`config.mk`:
```
export PLATFORM = sky130hd
export DESIGN_NAME = pmc_mac_side_regs
export DESIGN_NICKNAME = d
export VERILOG_FILES = /design/src/pmc_pkg.sv /design/src/pmc_sync2.sv /design/src/pmc_flag_bank.sv /design/src/pmc_mac_side_regs.sv
export SDC_FILE = /design/constraint.sdc
export NUM_CORES = 1
export LEC_CHECK = 0
export BUFFER_PORTS_ARGS = -buffer_cell sky130_fd_sc_hd__buf_2
export CORE_MARGIN = 2
export CORE_UTILIZATION = 45
export DETAILED_ROUTE_END_ITERATION = 6
export GPL_TIMING_DRIVEN = 0
export PLACE_DENSITY = 0.81
export SLEW_MARGIN = 20
export SYNTH_ARGS = -nofsm -noshare
export SYNTH_HDL_FRONTEND = slang
export SYNTH_SLANG_ARGS = --single-unit
```
`constraint.sdc`:
```
create_clock -name clock -period 2.7 [get_ports clock]
set_input_delay 0.54 -clock clock [delete_from_list [all_inputs] [get_ports clock]]
set_output_delay 0.54 -clock clock [all_outputs]
set_load 0.05 [all_outputs]
```
`src/pmc_pkg.sv`:
```
/*
 * Constants for the MAC-side management register block: register
 * indices, field positions, reset values and speed codes.
 * Assumes a classic Wishbone slave with 32-bit data and byte addresses.
 */
`default_nettype none

package pmc_pkg;
    localparam int unsigned REG_W = 16;
    localparam int unsigned DAT_W = 32;
    localparam int unsigned IDX_W = 5;

    // Register indices, byte address is four times the index
    localparam logic [IDX_W-1:0] IDX_FIFO_STATUS = 5'h13;
    localparam logic [IDX_W-1:0] IDX_CONTROL_TWO = 5'h15;
    localparam logic [IDX_W-1:0] IDX_IMPEDANCE = 5'h18;
    localparam logic [IDX_W-1:0] IDX_IRQ_STATUS = 5'h1a;
    localparam logic [IDX_W-1:0] IDX_IRQ_ENABLE = 5'h1b;
    localparam logic [IDX_W-1:0] IDX_IRQ_CLEAR = 5'h1c;
    localparam logic [IDX_W-1:0] IDX_SOFT_RESET = 5'h1d;

    // Status field positions
    localparam int unsigned BIT_IDLE_INS = 3;
    localparam int unsigned BIT_IDLE_DEL = 2;
    localparam int unsigned FLAG_N = 2;

    // Control two field positions
    localparam int unsigned BIT_LINE_LOOP = 14;
    localparam int unsigned BIT_SPD_LSB = 13;
    localparam int unsigned BIT_SPD_MSB = 6;
    localparam int unsigned BIT_RX_TIMING = 5;
    localparam int unsigned BIT_TX_TIMING = 4;
    localparam int unsigned BIT_BLOCK_CEXT = 3;
    localparam logic [REG_W-1:0] CTL2_HW_RST = 16'h1076;
    localparam logic [REG_W-1:0] CTL2_WMASK = 16'he07f;
    localparam logic [REG_W-1:0] CTL2_FIXED = 16'h1000;
    localparam logic [REG_W-1:0] CTL2_SW_KEEP = 16'h3ff8;
    localparam logic [REG_W-1:0] CTL2_SW_SET = 16'h0006;

    // Impedance override field positions
    localparam int unsigned BIT_IMP_SC = 15;
    localparam int unsigned BIT_SUPPLY = 13;
    localparam int unsigned BIT_SENSE_1V8 = 12;
    localparam logic [REG_W-1:0] IMP_WMASK = 16'hafcf;
    localparam logic [3:0] CAL_HI_RST = 4'h8;
    localparam logic [3:0] CAL_LO_RST = 4'h8;

    // Soft reset control bit
    localparam int unsigned BIT_SOFT_RESET = 0;

    // Strap settle cycles after reset release
    localparam logic [1:0] STRAP_SETTLE = 2'h3;

    typedef enum logic [1:0] {
        PMC_SPD_10 = 2'h0,
        PMC_SPD_100 = 2'h1,
        PMC_SPD_1000 = 2'h2
    } pmc_speed_t;
endpackage

`default_nettype wire

```
`src/pmc_sync2.sv`:
```
/*
 * Two-stage synchroniser for pins from outside the clock domain.
 * Assumes one clock, a synchronous active-low reset and a clock enable.
 */
`default_nettype none

module pmc_sync2 #(
    parameter int unsigned WIDTH = 1
) (
    input wire logic clock,
    input wire logic rst_b,
    input wire logic ce,
    input wire logic [WIDTH-1:0] d,
    output logic [WIDTH-1:0] q
);
    logic [WIDTH-1:0] meta;

    always_ff @(posedge clock) begin
        if (!rst_b) begin
            meta <= '0;
            q <= '0;
        end else if (ce) begin
            meta <= d;
            q <= meta;
        end
    end
endmodule // pmc_sync2

`default_nettype wire

```
`src/pmc_flag_bank.sv`:
```
/*
 * Bank of sticky flags; a set in the same cycle as a clear wins.
 * Assumes set and clear come from logic on the same clock.
 */
`default_nettype none

module pmc_flag_bank #(
    parameter int unsigned WIDTH = 2
) (
    input wire logic clock,
    input wire logic rst_b,
    input wire logic ce,
    input wire logic [WIDTH-1:0] set,
    input wire logic [WIDTH-1:0] clr,
    output logic [WIDTH-1:0] q
);
    always_ff @(posedge clock) begin
        if (!rst_b) begin
            q <= '0;
        end else if (ce) begin
            q <= (q & ~clr) | set;
        end
    end
endmodule // pmc_flag_bank

`default_nettype wire

```
`src/pmc_mac_side_regs.sv`:
```
/*
 * MAC-side management registers: latched FIFO idle status, line loopback,
 * default MAC speed, receive and transmit clock timing, carrier extension
 * blocking and I/O supply level, reached over classic Wishbone.
 * Assumes FIFO events, link state and speed come from same-clock logic;
 * strap and supply sense pins are asynchronous.
 */
// The Wishbone slave port was chosen for this implementation.
`default_nettype none

module pmc_mac_side_regs #(
    parameter int unsigned ADDR_W = 8,
    parameter logic [3:0] CAL_HI = pmc_pkg::CAL_HI_RST,
    parameter logic [3:0] CAL_LO = pmc_pkg::CAL_LO_RST
) (
    input wire logic clock,
    input wire logic rst_b,
    input wire logic ce,
    input wire logic wb_cyc_i,
    input wire logic wb_stb_i,
    input wire logic wb_we_i,
    input wire logic [ADDR_W-1:0] wb_adr_i,
    input wire logic [3:0] wb_sel_i,
    input wire logic [pmc_pkg::DAT_W-1:0] wb_dat_i,
    output logic [pmc_pkg::DAT_W-1:0] wb_dat_o,
    output logic wb_ack_o,
    input wire logic idle_inserted,
    input wire logic idle_deleted,
    input wire logic link_up,
    input wire logic mac_loopback,
    input wire pmc_pkg::pmc_speed_t link_speed,
    input wire logic [1:0] strap_cfg,
    input wire logic io_1v8_sense,
    output pmc_pkg::pmc_speed_t mac_if_speed,
    output logic line_loopback,
    output logic rx_clk_mid_data,
    output logic tx_clk_delay,
    output logic block_carrier_ext,
    output logic io_supply_level,
    output logic soft_reset,
    output logic irq
);
    import pmc_pkg::*;

    logic wb_req;
    logic wr_take;
    logic rd_take;
    logic [IDX_W-1:0] idx;
    logic [REG_W-1:0] wdata;
    logic [REG_W-1:0] rdata;
    logic [REG_W-1:0] ctl2;
    logic [REG_W-1:0] imp;
    logic [FLAG_N-1:0] events;
    logic [FLAG_N-1:0] fifo_flags;
    logic [FLAG_N-1:0] fifo_clr;
    logic [FLAG_N-1:0] irq_flags;
    logic [FLAG_N-1:0] irq_clr;
    logic [FLAG_N-1:0] irq_en;
    logic [1:0] strap_sync;
    logic sense_sync;
    logic [1:0] strap_cnt;
    logic strap_done;
    logic [1:0] act_spd;
    logic act_rx;
    logic act_tx;

    // Byte-lane merge of a 16-bit register
    function automatic logic [REG_W-1:0] merge(
        input logic [REG_W-1:0] old,
        input logic [REG_W-1:0] data,
        input logic [1:0] sel
    );
        logic [REG_W-1:0] r;
        r = old;
        if (sel[0]) begin
            r[7:0] = data[7:0];
        end
        if (sel[1]) begin
            r[15:8] = data[15:8];
        end
        return r;
    endfunction

    // Default speed decode from bits 6 and 13
    function automatic pmc_speed_t speed_of(input logic [1:0] msb_lsb);
        pmc_speed_t s;
        s = PMC_SPD_1000;
        if (msb_lsb == 2'h0) begin
            s = PMC_SPD_10;
        end
        return s;
    endfunction

    assign wb_req = wb_cyc_i & wb_stb_i;
    assign idx = wb_adr_i[IDX_W+1:2];
    assign wdata = wb_dat_i[REG_W-1:0];
    assign wr_take = wb_req & wb_we_i & wb_ack_o;
    assign rd_take = wb_req & ~wb_we_i & wb_ack_o;
    assign events = {idle_inserted, idle_deleted};

    pmc_sync2 #(
        .WIDTH(2)
    ) u_strap_sync (
        .clock(clock),
        .rst_b(rst_b),
        .ce(ce),
        .d(strap_cfg),
        .q(strap_sync)
    );

    pmc_sync2 #(
        .WIDTH(1)
    ) u_sense_sync (
        .clock(clock),
        .rst_b(rst_b),
        .ce(ce),
        .d(io_1v8_sense),
        .q(sense_sync)
    );

    // Ack one cycle after the request, dropped the cycle after
    always_ff @(posedge clock) begin
        if (!rst_b) begin
            wb_ack_o <= 1'b0;
        end else if (ce) begin
            wb_ack_o <= wb_req & ~wb_ack_o;
        end
    end

    // Read mux
    always_comb begin
        rdata = '0;
        case (idx)
            IDX_FIFO_STATUS: begin
                rdata[BIT_IDLE_INS] = fifo_flags[1];
                rdata[BIT_IDLE_DEL] = fifo_flags[0];
            end
            IDX_CONTROL_TWO: begin
                rdata = (ctl2 & CTL2_WMASK) | CTL2_FIXED;
            end
            IDX_IMPEDANCE: begin
                rdata = imp & IMP_WMASK;
                rdata[BIT_SENSE_1V8] = sense_sync;
            end
            IDX_IRQ_STATUS: begin
                rdata[FLAG_N-1:0] = irq_flags;
            end
            IDX_IRQ_ENABLE: begin
                rdata[FLAG_N-1:0] = irq_en;
            end
            default: begin
                rdata = '0;
            end
        endcase
    end

    // Read data held through the ack cycle
    always_ff @(posedge clock) begin
        if (!rst_b) begin
            wb_dat_o <= '0;
        end else if (ce) begin
            if (wb_req & ~wb_we_i & ~wb_ack_o) begin
                wb_dat_o <= {{(DAT_W-REG_W){1'b0}}, rdata};
            end
        end
    end

    always_comb begin
        fifo_clr = '0;
        if (rd_take && idx == IDX_FIFO_STATUS) begin
            fifo_clr = {wb_dat_o[BIT_IDLE_INS], wb_dat_o[BIT_IDLE_DEL]};
        end
        if (soft_reset) begin
            fifo_clr = '1;
        end
    end

    pmc_flag_bank #(
        .WIDTH(FLAG_N)
    ) u_fifo_flags (
        .clock(clock),
        .rst_b(rst_b),
        .ce(ce),
        .set(events),
        .clr(fifo_clr),
        .q(fifo_flags)
    );

    // Write-one-to-clear of interrupt status
    always_comb begin
        irq_clr = '0;
        if (wr_take && idx == IDX_IRQ_CLEAR && wb_sel_i[0]) begin
            irq_clr = wdata[FLAG_N-1:0];
        end
    end

    pmc_flag_bank #(
        .WIDTH(FLAG_N)
    ) u_irq_flags (
        .clock(clock),
        .rst_b(rst_b),
        .ce(ce),
        .set(events),
        .clr(irq_clr),
        .q(irq_flags)
    );

    always_ff @(posedge clock) begin
        if (!rst_b) begin
            irq_en <= '0;
        end else if (ce) begin
            if (wr_take && idx == IDX_IRQ_ENABLE && wb_sel_i[0]) begin
                irq_en <= wdata[FLAG_N-1:0];
            end
        end
    end

    assign irq = |(irq_flags & irq_en);

    // Soft reset pulse, self-clearing
    always_ff @(posedge clock) begin
        if (!rst_b) begin
            soft_reset <= 1'b0;
        end else if (ce) begin
            soft_reset <= wr_take && idx == IDX_SOFT_RESET &&
                wb_sel_i[0] && wdata[BIT_SOFT_RESET];
        end
    end

    // Control two: reset behaviour and stored fields
    always_ff @(posedge clock) begin
        if (!rst_b) begin
            ctl2 <= CTL2_HW_RST;
        end else if (ce) begin
            if (soft_reset) begin
                ctl2 <= (ctl2 & CTL2_SW_KEEP) | CTL2_SW_SET;
            end else if (wr_take && idx == IDX_CONTROL_TWO) begin
                ctl2 <= (merge(ctl2, wdata, wb_sel_i[1:0]) & CTL2_WMASK) |
                    CTL2_FIXED;
            end
        end
    end

    // speed and timing bits act after soft reset
    always_ff @(posedge clock) begin
        if (!rst_b) begin
            act_spd <= {CTL2_HW_RST[BIT_SPD_MSB], CTL2_HW_RST[BIT_SPD_LSB]};
            act_rx <= CTL2_HW_RST[BIT_RX_TIMING];
            act_tx <= CTL2_HW_RST[BIT_TX_TIMING];
        end else if (ce) begin
            if (soft_reset) begin
                act_spd <= {ctl2[BIT_SPD_MSB], ctl2[BIT_SPD_LSB]};
                act_rx <= ctl2[BIT_RX_TIMING];
                act_tx <= ctl2[BIT_TX_TIMING];
            end
        end
    end

    // default speed while link down or MAC loopback
    always_ff @(posedge clock) begin
        if (!rst_b) begin
            mac_if_speed <= PMC_SPD_1000;
        end else if (ce) begin
            if (!link_up || mac_loopback) begin
                mac_if_speed <= speed_of(act_spd);
            end else begin
                mac_if_speed <= link_speed;
            end
        end
    end

    always_ff @(posedge clock) begin
        if (!rst_b) begin
            line_loopback <= CTL2_HW_RST[BIT_LINE_LOOP];
            block_carrier_ext <= CTL2_HW_RST[BIT_BLOCK_CEXT];
        end else if (ce) begin
            line_loopback <= ctl2[BIT_LINE_LOOP];
            block_carrier_ext <= ctl2[BIT_BLOCK_CEXT];
        end
    end

    always_ff @(posedge clock) begin
        if (!rst_b) begin
            rx_clk_mid_data <= CTL2_HW_RST[BIT_RX_TIMING];
            tx_clk_delay <= CTL2_HW_RST[BIT_TX_TIMING];
        end else if (ce) begin
            rx_clk_mid_data <= act_rx;
            tx_clk_delay <= act_tx;
        end
    end

    // Supply level output follows the stored supply bit
    always_ff @(posedge clock) begin
        if (!rst_b) begin
            io_supply_level <= 1'b0;
        end else if (ce) begin
            io_supply_level <= imp[BIT_SUPPLY];
        end
    end

    // Strap settle counter after reset release
    always_ff @(posedge clock) begin
        if (!rst_b) begin
            strap_cnt <= '0;
            strap_done <= 1'b0;
        end else if (ce) begin
            if (!strap_done) begin
                if (strap_cnt == STRAP_SETTLE) begin
                    strap_done <= 1'b1;
                end else begin
                    strap_cnt <= strap_cnt + 2'h1;
                end
            end
        end
    end

    // Impedance override register
    always_ff @(posedge clock) begin
        if (!rst_b) begin
            imp <= {4'h0, CAL_HI, 4'h0, CAL_LO};
        end else if (ce) begin
            if (wr_take && idx == IDX_IMPEDANCE) begin
                imp <= merge(imp, wdata, wb_sel_i[1:0]) & IMP_WMASK;
            end else begin
                // Reserved strobe bit clears itself
                imp[BIT_IMP_SC] <= 1'b0;
            end
            if (!strap_done && strap_cnt == STRAP_SETTLE) begin
                imp[BIT_SUPPLY] <= ^strap_sync;
            end
        end
    end
endmodule // pmc_mac_side_regs

`default_nettype wire

```
After elaboration in Yosys (flattened, before gate mapping)

Cells that the tools add are included.

Register bits after elaboration: 66
Input port bits: 59
Output and inout port bits: 42
Word-level logic and storage cells: 111

Add/subtract/negate cells: 1
Equal/unequal tests: 9
Mux-type cells: 19
Bitwise operators: 19
Reductions and logical operators: 34

Operator list:

| kind                | number |
|---|---|
| $eq 5x5->1 const B  | 7 |
| $mux 16             | 2 |
| $mux 8              | 3 |
| $pmux 12 s2         | 1 |
| $reduce_and 3->1    | 6 |
| $mux 14             | 1 |
| $logic_and 1x1->1   | 11 |
| $mux 2              | 5 |
| $reduce_bool 2->1   | 5 |
| $pmux 2 s4          | 1 |
| $reduce_and 2->1    | 4 |
| $reduce_and 4->1    | 2 |
| $and 1x1->1         | 7 |
| $mux 7              | 1 |
| $and 2x2->2         | 3 |
| $pmux 2 s3          | 1 |
| $not 1->1           | 5 |
| $mux 1              | 4 |
| $not 2->2           | 2 |
| $or 2x2->2          | 2 |
| $add 2x1->2 const B | 1 |
| $eq 2x2->1 const B  | 1 |
| $logic_not 1->1     | 2 |
| $logic_not 2->1     | 1 |
| other kinds (4)     | 4 |

Longest topological paths before layout

Gate-level depths: netlist of the first run.

Depth in word-level cells: 9
Mapped depth: 7
Depth with buffers taken out: 5

By module

A second synthesis of the first run with hierarchy kept.

Cells, all modules: 324
Area, all modules: 2991.6 um2

By module, submodules not included:

| module                   | times used | cells each | area an instance (um2) | seq. area each (um2) |
|---|---|---|---|---|
| pmc_mac_side_regs        | 1          | 289        | 2607.5                 | 1121.1 |
| pmc_sync2 (u_strap_sync) | 1          | 13         | 156.4                  | 80.1 |
| pmc_flag_bank            | 2          | 8          | 77.6                   | 40.0 |
| pmc_sync2 (u_sense_sync) | 1          | 6          | 72.6                   | 40.0 |

Worst setup path after synthesis of the first run

No wires, ideal clock.

Kind: flip-flop to flip-flop
Start: register wb_ack_o
End: register irq_en[1]
Library setup time: 0.128 ns
Data arrival time: 1.825 ns
Data required time: 2.572 ns
Setup slack: 0.747 ns
Cell stages (with the launch flop): 5
Buffers on the path: 0
Clock period less this slack: 1.953 ns
Cell sequence: dfxtp_1 -> nand4_2 -> or4_1 -> mux2i_1 -> nor2_1

Longest elaborated chain between the ends: 4

RTL lines:

| what                              | line                     | text |
|---|---|---|
| start: declaration                | pmc_mac_side_regs.sv:26  | `output logic wb_ack_o,` |
| start signal: assignment          | pmc_mac_side_regs.sv:126 | `wb_ack_o <= wb_req & ~wb_ack_o;` |
| $and 1x1->1                       | pmc_mac_side_regs.sv:97  | `assign wr_take = wb_req & wb_we_i & wb_ack_o;` |
| $logic_and 1x1->1 (2 in series)   | pmc_mac_side_regs.sv:212 | `if (wr_take && idx == IDX_IRQ_ENABLE && wb_sel_i[0]) begin` |
| $reduce_and 2->1 (no source line) | n/a                      |  |
| end signal: assignment            | pmc_mac_side_regs.sv:213 | `irq_en <= wdata[FLAG_N-1:0];` |
| end: declaration                  | pmc_mac_side_regs.sv:58  | `logic [FLAG_N-1:0] irq_en;` |

No other way between the ends.
A chain may end at the register's enable or synchronous reset.

Worst setup path in the final report of the first run

Start: register wb_ack_o
End: register wb_dat_o[4] (netlist name)

Longest elaborated chain between the ends: 3

RTL lines:

| what                              | line                     | text |
|---|---|---|
| $not 1->1                         | pmc_mac_side_regs.sv:162 | `if (wb_req & ~wb_we_i & ~wb_ack_o) begin` |
| $and 1x1->1                       | pmc_mac_side_regs.sv:162 |  |
| $reduce_and 2->1 (no source line) | n/a                      |  |
| end signal: assignment            | pmc_mac_side_regs.sv:163 | `wb_dat_o <= {{(DAT_W-REG_W){1'b0}}, rdata};` |
| end: declaration                  | pmc_mac_side_regs.sv:25  | `output logic [pmc_pkg::DAT_W-1:0] wb_dat_o,` |

No other way between the ends.

==> impl_results.md, run 1 <==
* Core area at 0.00642 sq mm
* Max-Slew Margin vs Limit at 58.3%
* Post-CTS Resized at 0
* Outcome: complete, but fails checks
* Setup Buffers After CTS at 0
* I/O Pins at 101
* Drt drc at 2
* Clk slew on worst S/H paths at 0.07 ns
* H-Tree Depth at 3
* Number of diodes at 0
* Skew-Pair Late Insertion Delay at 0.35 ns
* Synthesized area per cell at 8.96 sq um
* Rows at 29
* Root Driver: clkbuf_8
* Worst slack at placement at 0.640 ns
* Clk buf depth at 2
* Final setup violation count at 0
* Maximum Capacitance Violations at 0
* Port bufs at 60
* Pwr/cell area at 560 mW/mm^2
* Via-to-Cell Ratio at 5.47
* Area Growth Syn to Fin at 21.1%
* Finished Layout Cells at 506
* Crit path kind: flop to flop
* Via count at 2766
* RSZ-0062 raised after global routing: no
* Final Hold Violating Endpoints at 0
* Post-Place Cells at 490
* Worst Path Required at 2.98 ns
* DRT iter0 DRCs at 225
* Worst-path cell chain: and3b_1 -> nor2b_1 -> clkbuf_1 -> buf_2 -> nand3_1 -> a21oi_1
* Crit end category: flop
* Final antenna-violating net count at 0
* Final period utilization at 65.6%
* Static Leakage at 1.54 nW
* Clock Sinks at 66
* CTS tree: built
* # fillers at 615
* Wire per inst at 15.7 um
* Final-stage net count at 484
* Global-route wire length before repair at 12700 um
* Max-slew violations at 0
* Setup_tns at 0 ns
* Post-synthesis register bit count at 66
* Maximum clock rate at 0.565 GHz
* Pre-antenna DRT Iters at 7
* CP max stage delay at 0.37 ns
* Final worst slack at 0.929 ns
* Die height at 86.0 um
* Most frequent cells in the layout: 66 x buf_2, 66 x dfxtp_1, 35 x nor2_1, 29 x nand2_1, 28 x mux2i_1
* Largest net degree at the start of global routing at 12
* Hold Crit Class: input pin to flop
* Cell family with most CP delay: buffers and inverters
* Crit start category: flop
* Slowest CP cell: clkbuf_1
* Total Power at 2.05 mW
* Ys async rst share at 0%
* Grt ovf at 0
* Initial core utilization at 47.1%
* Total CTS buffers at 9
* Vias in the first global route at 2617
* Crit path max fanout at 10
* Final Skew at 0.00853 ns
* Core Util, Final at 57.1%
* Crit path buf inv count at 2
* Crit path time final at 1.77 ns
* Top_reg_cell synth: dfxtp_1
* Total GRT Usage at 22.2%
* Failing checks: design-rule violations
* Die W at 86.0 um
* Initial antenna violation count at 0
* Peak supply drop at 406 uV
* Post-synth EDFFs at 0
* Cells after Synth at 338
* Share of layout cells above drive strength 1 at 25.2%
* # hold bufs at CTS at 0
* Yosys cell types at 51
* Slew at the pin closest to its max-slew limit at 0.621 ns
* DP Wirelength at 5760 um
* Full die area at 0.00740 sq mm
* RePlAce Congestion at 0.872
* Ys Warns at 0
* Routed WL at 7940 um
* Crit path DAT at 2.05 ns
* Netlist Area Pre-Place at 0.00303 sq mm
* Sequential element share of the synthesized area at 43.6%
stage by stage:
step	instance area [sq um]	hold slack, ns
floorplan	3080	0.434
global placement	3480	0.440
detailed placement	3480	0.444
CTS	3670	0.417
global route	3670	0.442
finish	3670	0.418
worst paths after layout:
kind | from | to | slack (ns) | cells past startpoint
min reg2reg | wb_dat_o[9] | wb_dat_o[9] | 0.45 | 2
max reg2reg | wb_ack_o | wb_dat_o[4] | 0.93 | 6
max | wb_ack_o | wb_dat_o[4] | 0.93 | 6
min | wb_dat_i[11] | imp[11] | 0.42 | 3
cells by family after synthesis:
family	share of synthesized area, %
multiplexers	9.26
AO/OA/AOI/OAI	13.5
AND/OR/NAND/NOR	25.0
XOR/XNOR	0.579
buffers and inverters	7.56
other	0.124
adder cells (fa/ha/maj)	0.413
flip-flops	43.6
state kept, by name, summed over array words and instances (netlist names), 2 cells and up:
register           count
wb_dat_o              16
imp                   12
ctl2                  10
act_spd                2
irq_en                 2
mac_if_speed           2
strap_cnt              2
u_fifo_flags.q         2
u_irq_flags.q          2
u_strap_sync.meta      2
u_strap_sync.q         2
worst register-to-register path, delay by kind of cell (launching register included):
kind	cells	cell delay, ns
AOI/OAI and AO/OA	1	0.16
buffers and inverters	2	0.69
DFF	1	0.35
and+or+nand+nor	3	0.51
where the power goes:
part           switching, mW  internal [mW]  total (mW)
registers             0.0120          0.991        1.00
clock network          0.383          0.424       0.806
logic                  0.162         0.0836       0.245
cells in the mapped netlist, drive strengths merged (4+ instances only):
library cell | count | area, sq um
nand2 | 29 | 109
dfxtp | 66 | 1320
a21oi | 24 | 120
nor2 | 35 | 131
buf | 26 | 184
a221oi | 7 | 61.3
nor3 | 4 | 20.0
o21ai | 12 | 60.1
mux2i | 28 | 280
clkbuf | 10 | 37.5
nand3 | 27 | 135
nand2b | 10 | 62.6
nor4 | 4 | 55.1
area by class of cell:
cell class              count  area, sq um  area share, %
plain buffers              36          221           6.04
well taps                  77         96.3           2.63
clock inverters             5         55.1           1.50
flip-flops and latches     66         1320           36.0
multi-input cells         249         1530           41.8
repair buffers             60          300           8.19
clock buffers              11          131           3.58
inverters                   2         7.51          0.205
metal layers:
layer | vias to the layer above | global-route usage [%] | share of wire, %
met1 | 1269 | 28.1 | 43
met2 | 130 | 36.1 | 48
met3 | 20 | 4.62 | 7.1
met5 | - | 0 | 0
met4 | 0 | 10.5 | 2.2
li1 | 1347 | - | -
(Power assumes the default switching activity.)
==> run 2: changes to the inputs <==
clock period = 1.8 ns   (was 2.7 ns; I/O delays follow)
==> impl_results.md, run 2 (synthesis results as in run 1) <==
* Static Leakage at 1.57 nW
* Rows at 29
* Wire per inst at 15.3 um
* Initial antenna violation count at 0
* Full die area at 0.00740 sq mm
* Setup crit end: irq_en[0]
* Skew-Pair Late Insertion Delay at 0.35 ns
* Max reg flops at 16
* Crit path kind: flop to flop
* Total CTS buffers at 9
* RePlAce Congestion at 0.934
* H-Tree Depth at 3
* Number of diodes at 0
* Crit end category: flop
* Final-stage net count at 486
* Drt drc at 0
* Final Skew at 0.00912 ns
* CTS tree: built
* Total GRT Usage at 21.7%
* Root Driver: clkbuf_8
* Area Growth Syn to Fin at 23.0%
* Slew at the pin closest to its max-slew limit at 0.692 ns
* Most frequent cells in the layout: 66 x buf_2, 65 x dfxtp_1, 35 x nor2_1, 29 x nand2_1, 28 x mux2i_1
* Setup_tns at 0 ns
* Via count at 2782
* Maximum clock rate at 0.609 GHz
* Commonest non-fill, non-tap cell in the layout: buf_2
* Worst reg2reg path depth at 4
* Max-Slew Margin vs Limit at 53.2%
* Crit. Startpoint: wb_ack_o
* Global-route wire length before repair at 12400 um
* Max-slew violations at 0
* Crit path max fanout at 7
* Vias in the first global route at 2532
* Largest net degree at the start of global routing at 13
* Reg2reg setup slack at 0.16 ns
* Die W at 86.0 um
* Final antenna-violating net count at 0
* Clk slew on worst S/H paths at 0.07 ns
* Port bufs at 60
* Initial core utilization at 47.1%
* Final worst slack at 0.157 ns
* Final setup violation count at 0
* Share of layout cells above drive strength 1 at 26.5%
* Crit path time final at 1.64 ns
* Worst slack at placement at -0.101 ns
* Final period utilization at 91.3%
* Peak supply drop at 558 uV
* Pre-antenna DRT Iters at 5
* DRT iter0 DRCs at 285
* Pwr/cell area at 885 mW/mm^2
* Final Hold Violating Endpoints at 0
* Hold Crit Class: input pin to flop
* Maximum Capacitance Violations at 0
* Via-to-Cell Ratio at 5.48
* Worst Path Required at 2.01 ns
* Outcome: finished clean
* Top reg by flops: wb_dat_o
* # fillers at 596
* R2r endpoint: irq_en[0]
* Clock Sinks at 66
* DP Wirelength at 5660 um
* Crit start category: flop
* Core area at 0.00642 sq mm
* Routed WL at 7790 um
* RSZ-0062 raised after global routing: no
* Grt ovf at 0
* Reg2reg start: wb_ack_o
* Largest registers: wb_dat_o: 16 flops, imp: 12 flops, ctl2: 10 flops
* Clk buf depth at 2
* Crit path DAT at 1.86 ns
* I/O Pins at 101
* Die height at 86.0 um
[run 2: layout make-up]
class,count,area (sq um),share of cell area (%)
well taps,77,96.3,2.59
clock inverters,6,88.8,2.38
clock buffers,10,138,3.69
inverters,2,7.51,0.202
multi-input cells,249,1530,41.2
plain buffers,36,223,5.98
flip-flops and latches,66,1320,35.5
repair buffers,62,315,8.46
[run 2: where the power goes]
group,switching [mW],total (mW),internal (mW)
logic,0.242,0.368,0.126
clock network,0.605,1.42,0.819
registers,0.0181,1.50,1.49
total,0.866,3.30,2.43
[run 2: how the worst min path moves through the flow]
| stage | depth (start not counted) | to | startpoint |
|---|---|---|---|
| floorplan | 2 | act_spd[0] | act_spd[0] |
| global placement | 2 | wb_dat_o[5] | wb_dat_o[5] |
| detailed placement | 2 | wb_dat_o[11] | wb_dat_o[11] |
| CTS | 3 | imp[11] | wb_dat_i[11] |
| global route | 3 | imp[11] | wb_dat_i[11] |
| finish | 3 | imp[11] | wb_dat_i[11] |
[run 2: critical path, cell delays in order (launching register included)]
cell and delay, ns:
dfxtp_2 0.37, nand4_2 0.24, or4_1 0.66, mux2i_1 0.19, nor2_1 0.06
[run 2: what timing repair did]
item	CTS	global route
setup endpoints to repair	0	11
hold buffers	0	0
gates resized for setup	0	2
setup buffers	0	2
[run 2: routing by layer]
layer | vias up | track usage [%] | routed length, um
met2 | 112 | 34.1 | 3590
li1 | 1351 | - | -
met4 | 0 | 10.5 | 216
met5 | - | 0 | 0
met3 | 17 | 4.62 | 646
met1 | 1302 | 28.4 | 3340
[run 2: through the flow]
step | cells | instance area (sq um) | hold WS (ns) | utilization (%) | power, mW
2_1_floorplan | 353 | 3090 | 0.434 | - | 1.80
3_5_place_dp | 490 | 3480 | 0.444 | 54.2 | 1.90
5_1_grt | 508 | 3720 | 0.251 | 58.0 | 3.39
6_report | 508 | 3720 | 0.246 | 58.0 | 3.30
4_1_cts | 506 | 3710 | 0.240 | 57.7 | 3.30
3_3_place_gp | 490 | 3480 | 0.441 | 54.2 | 1.90
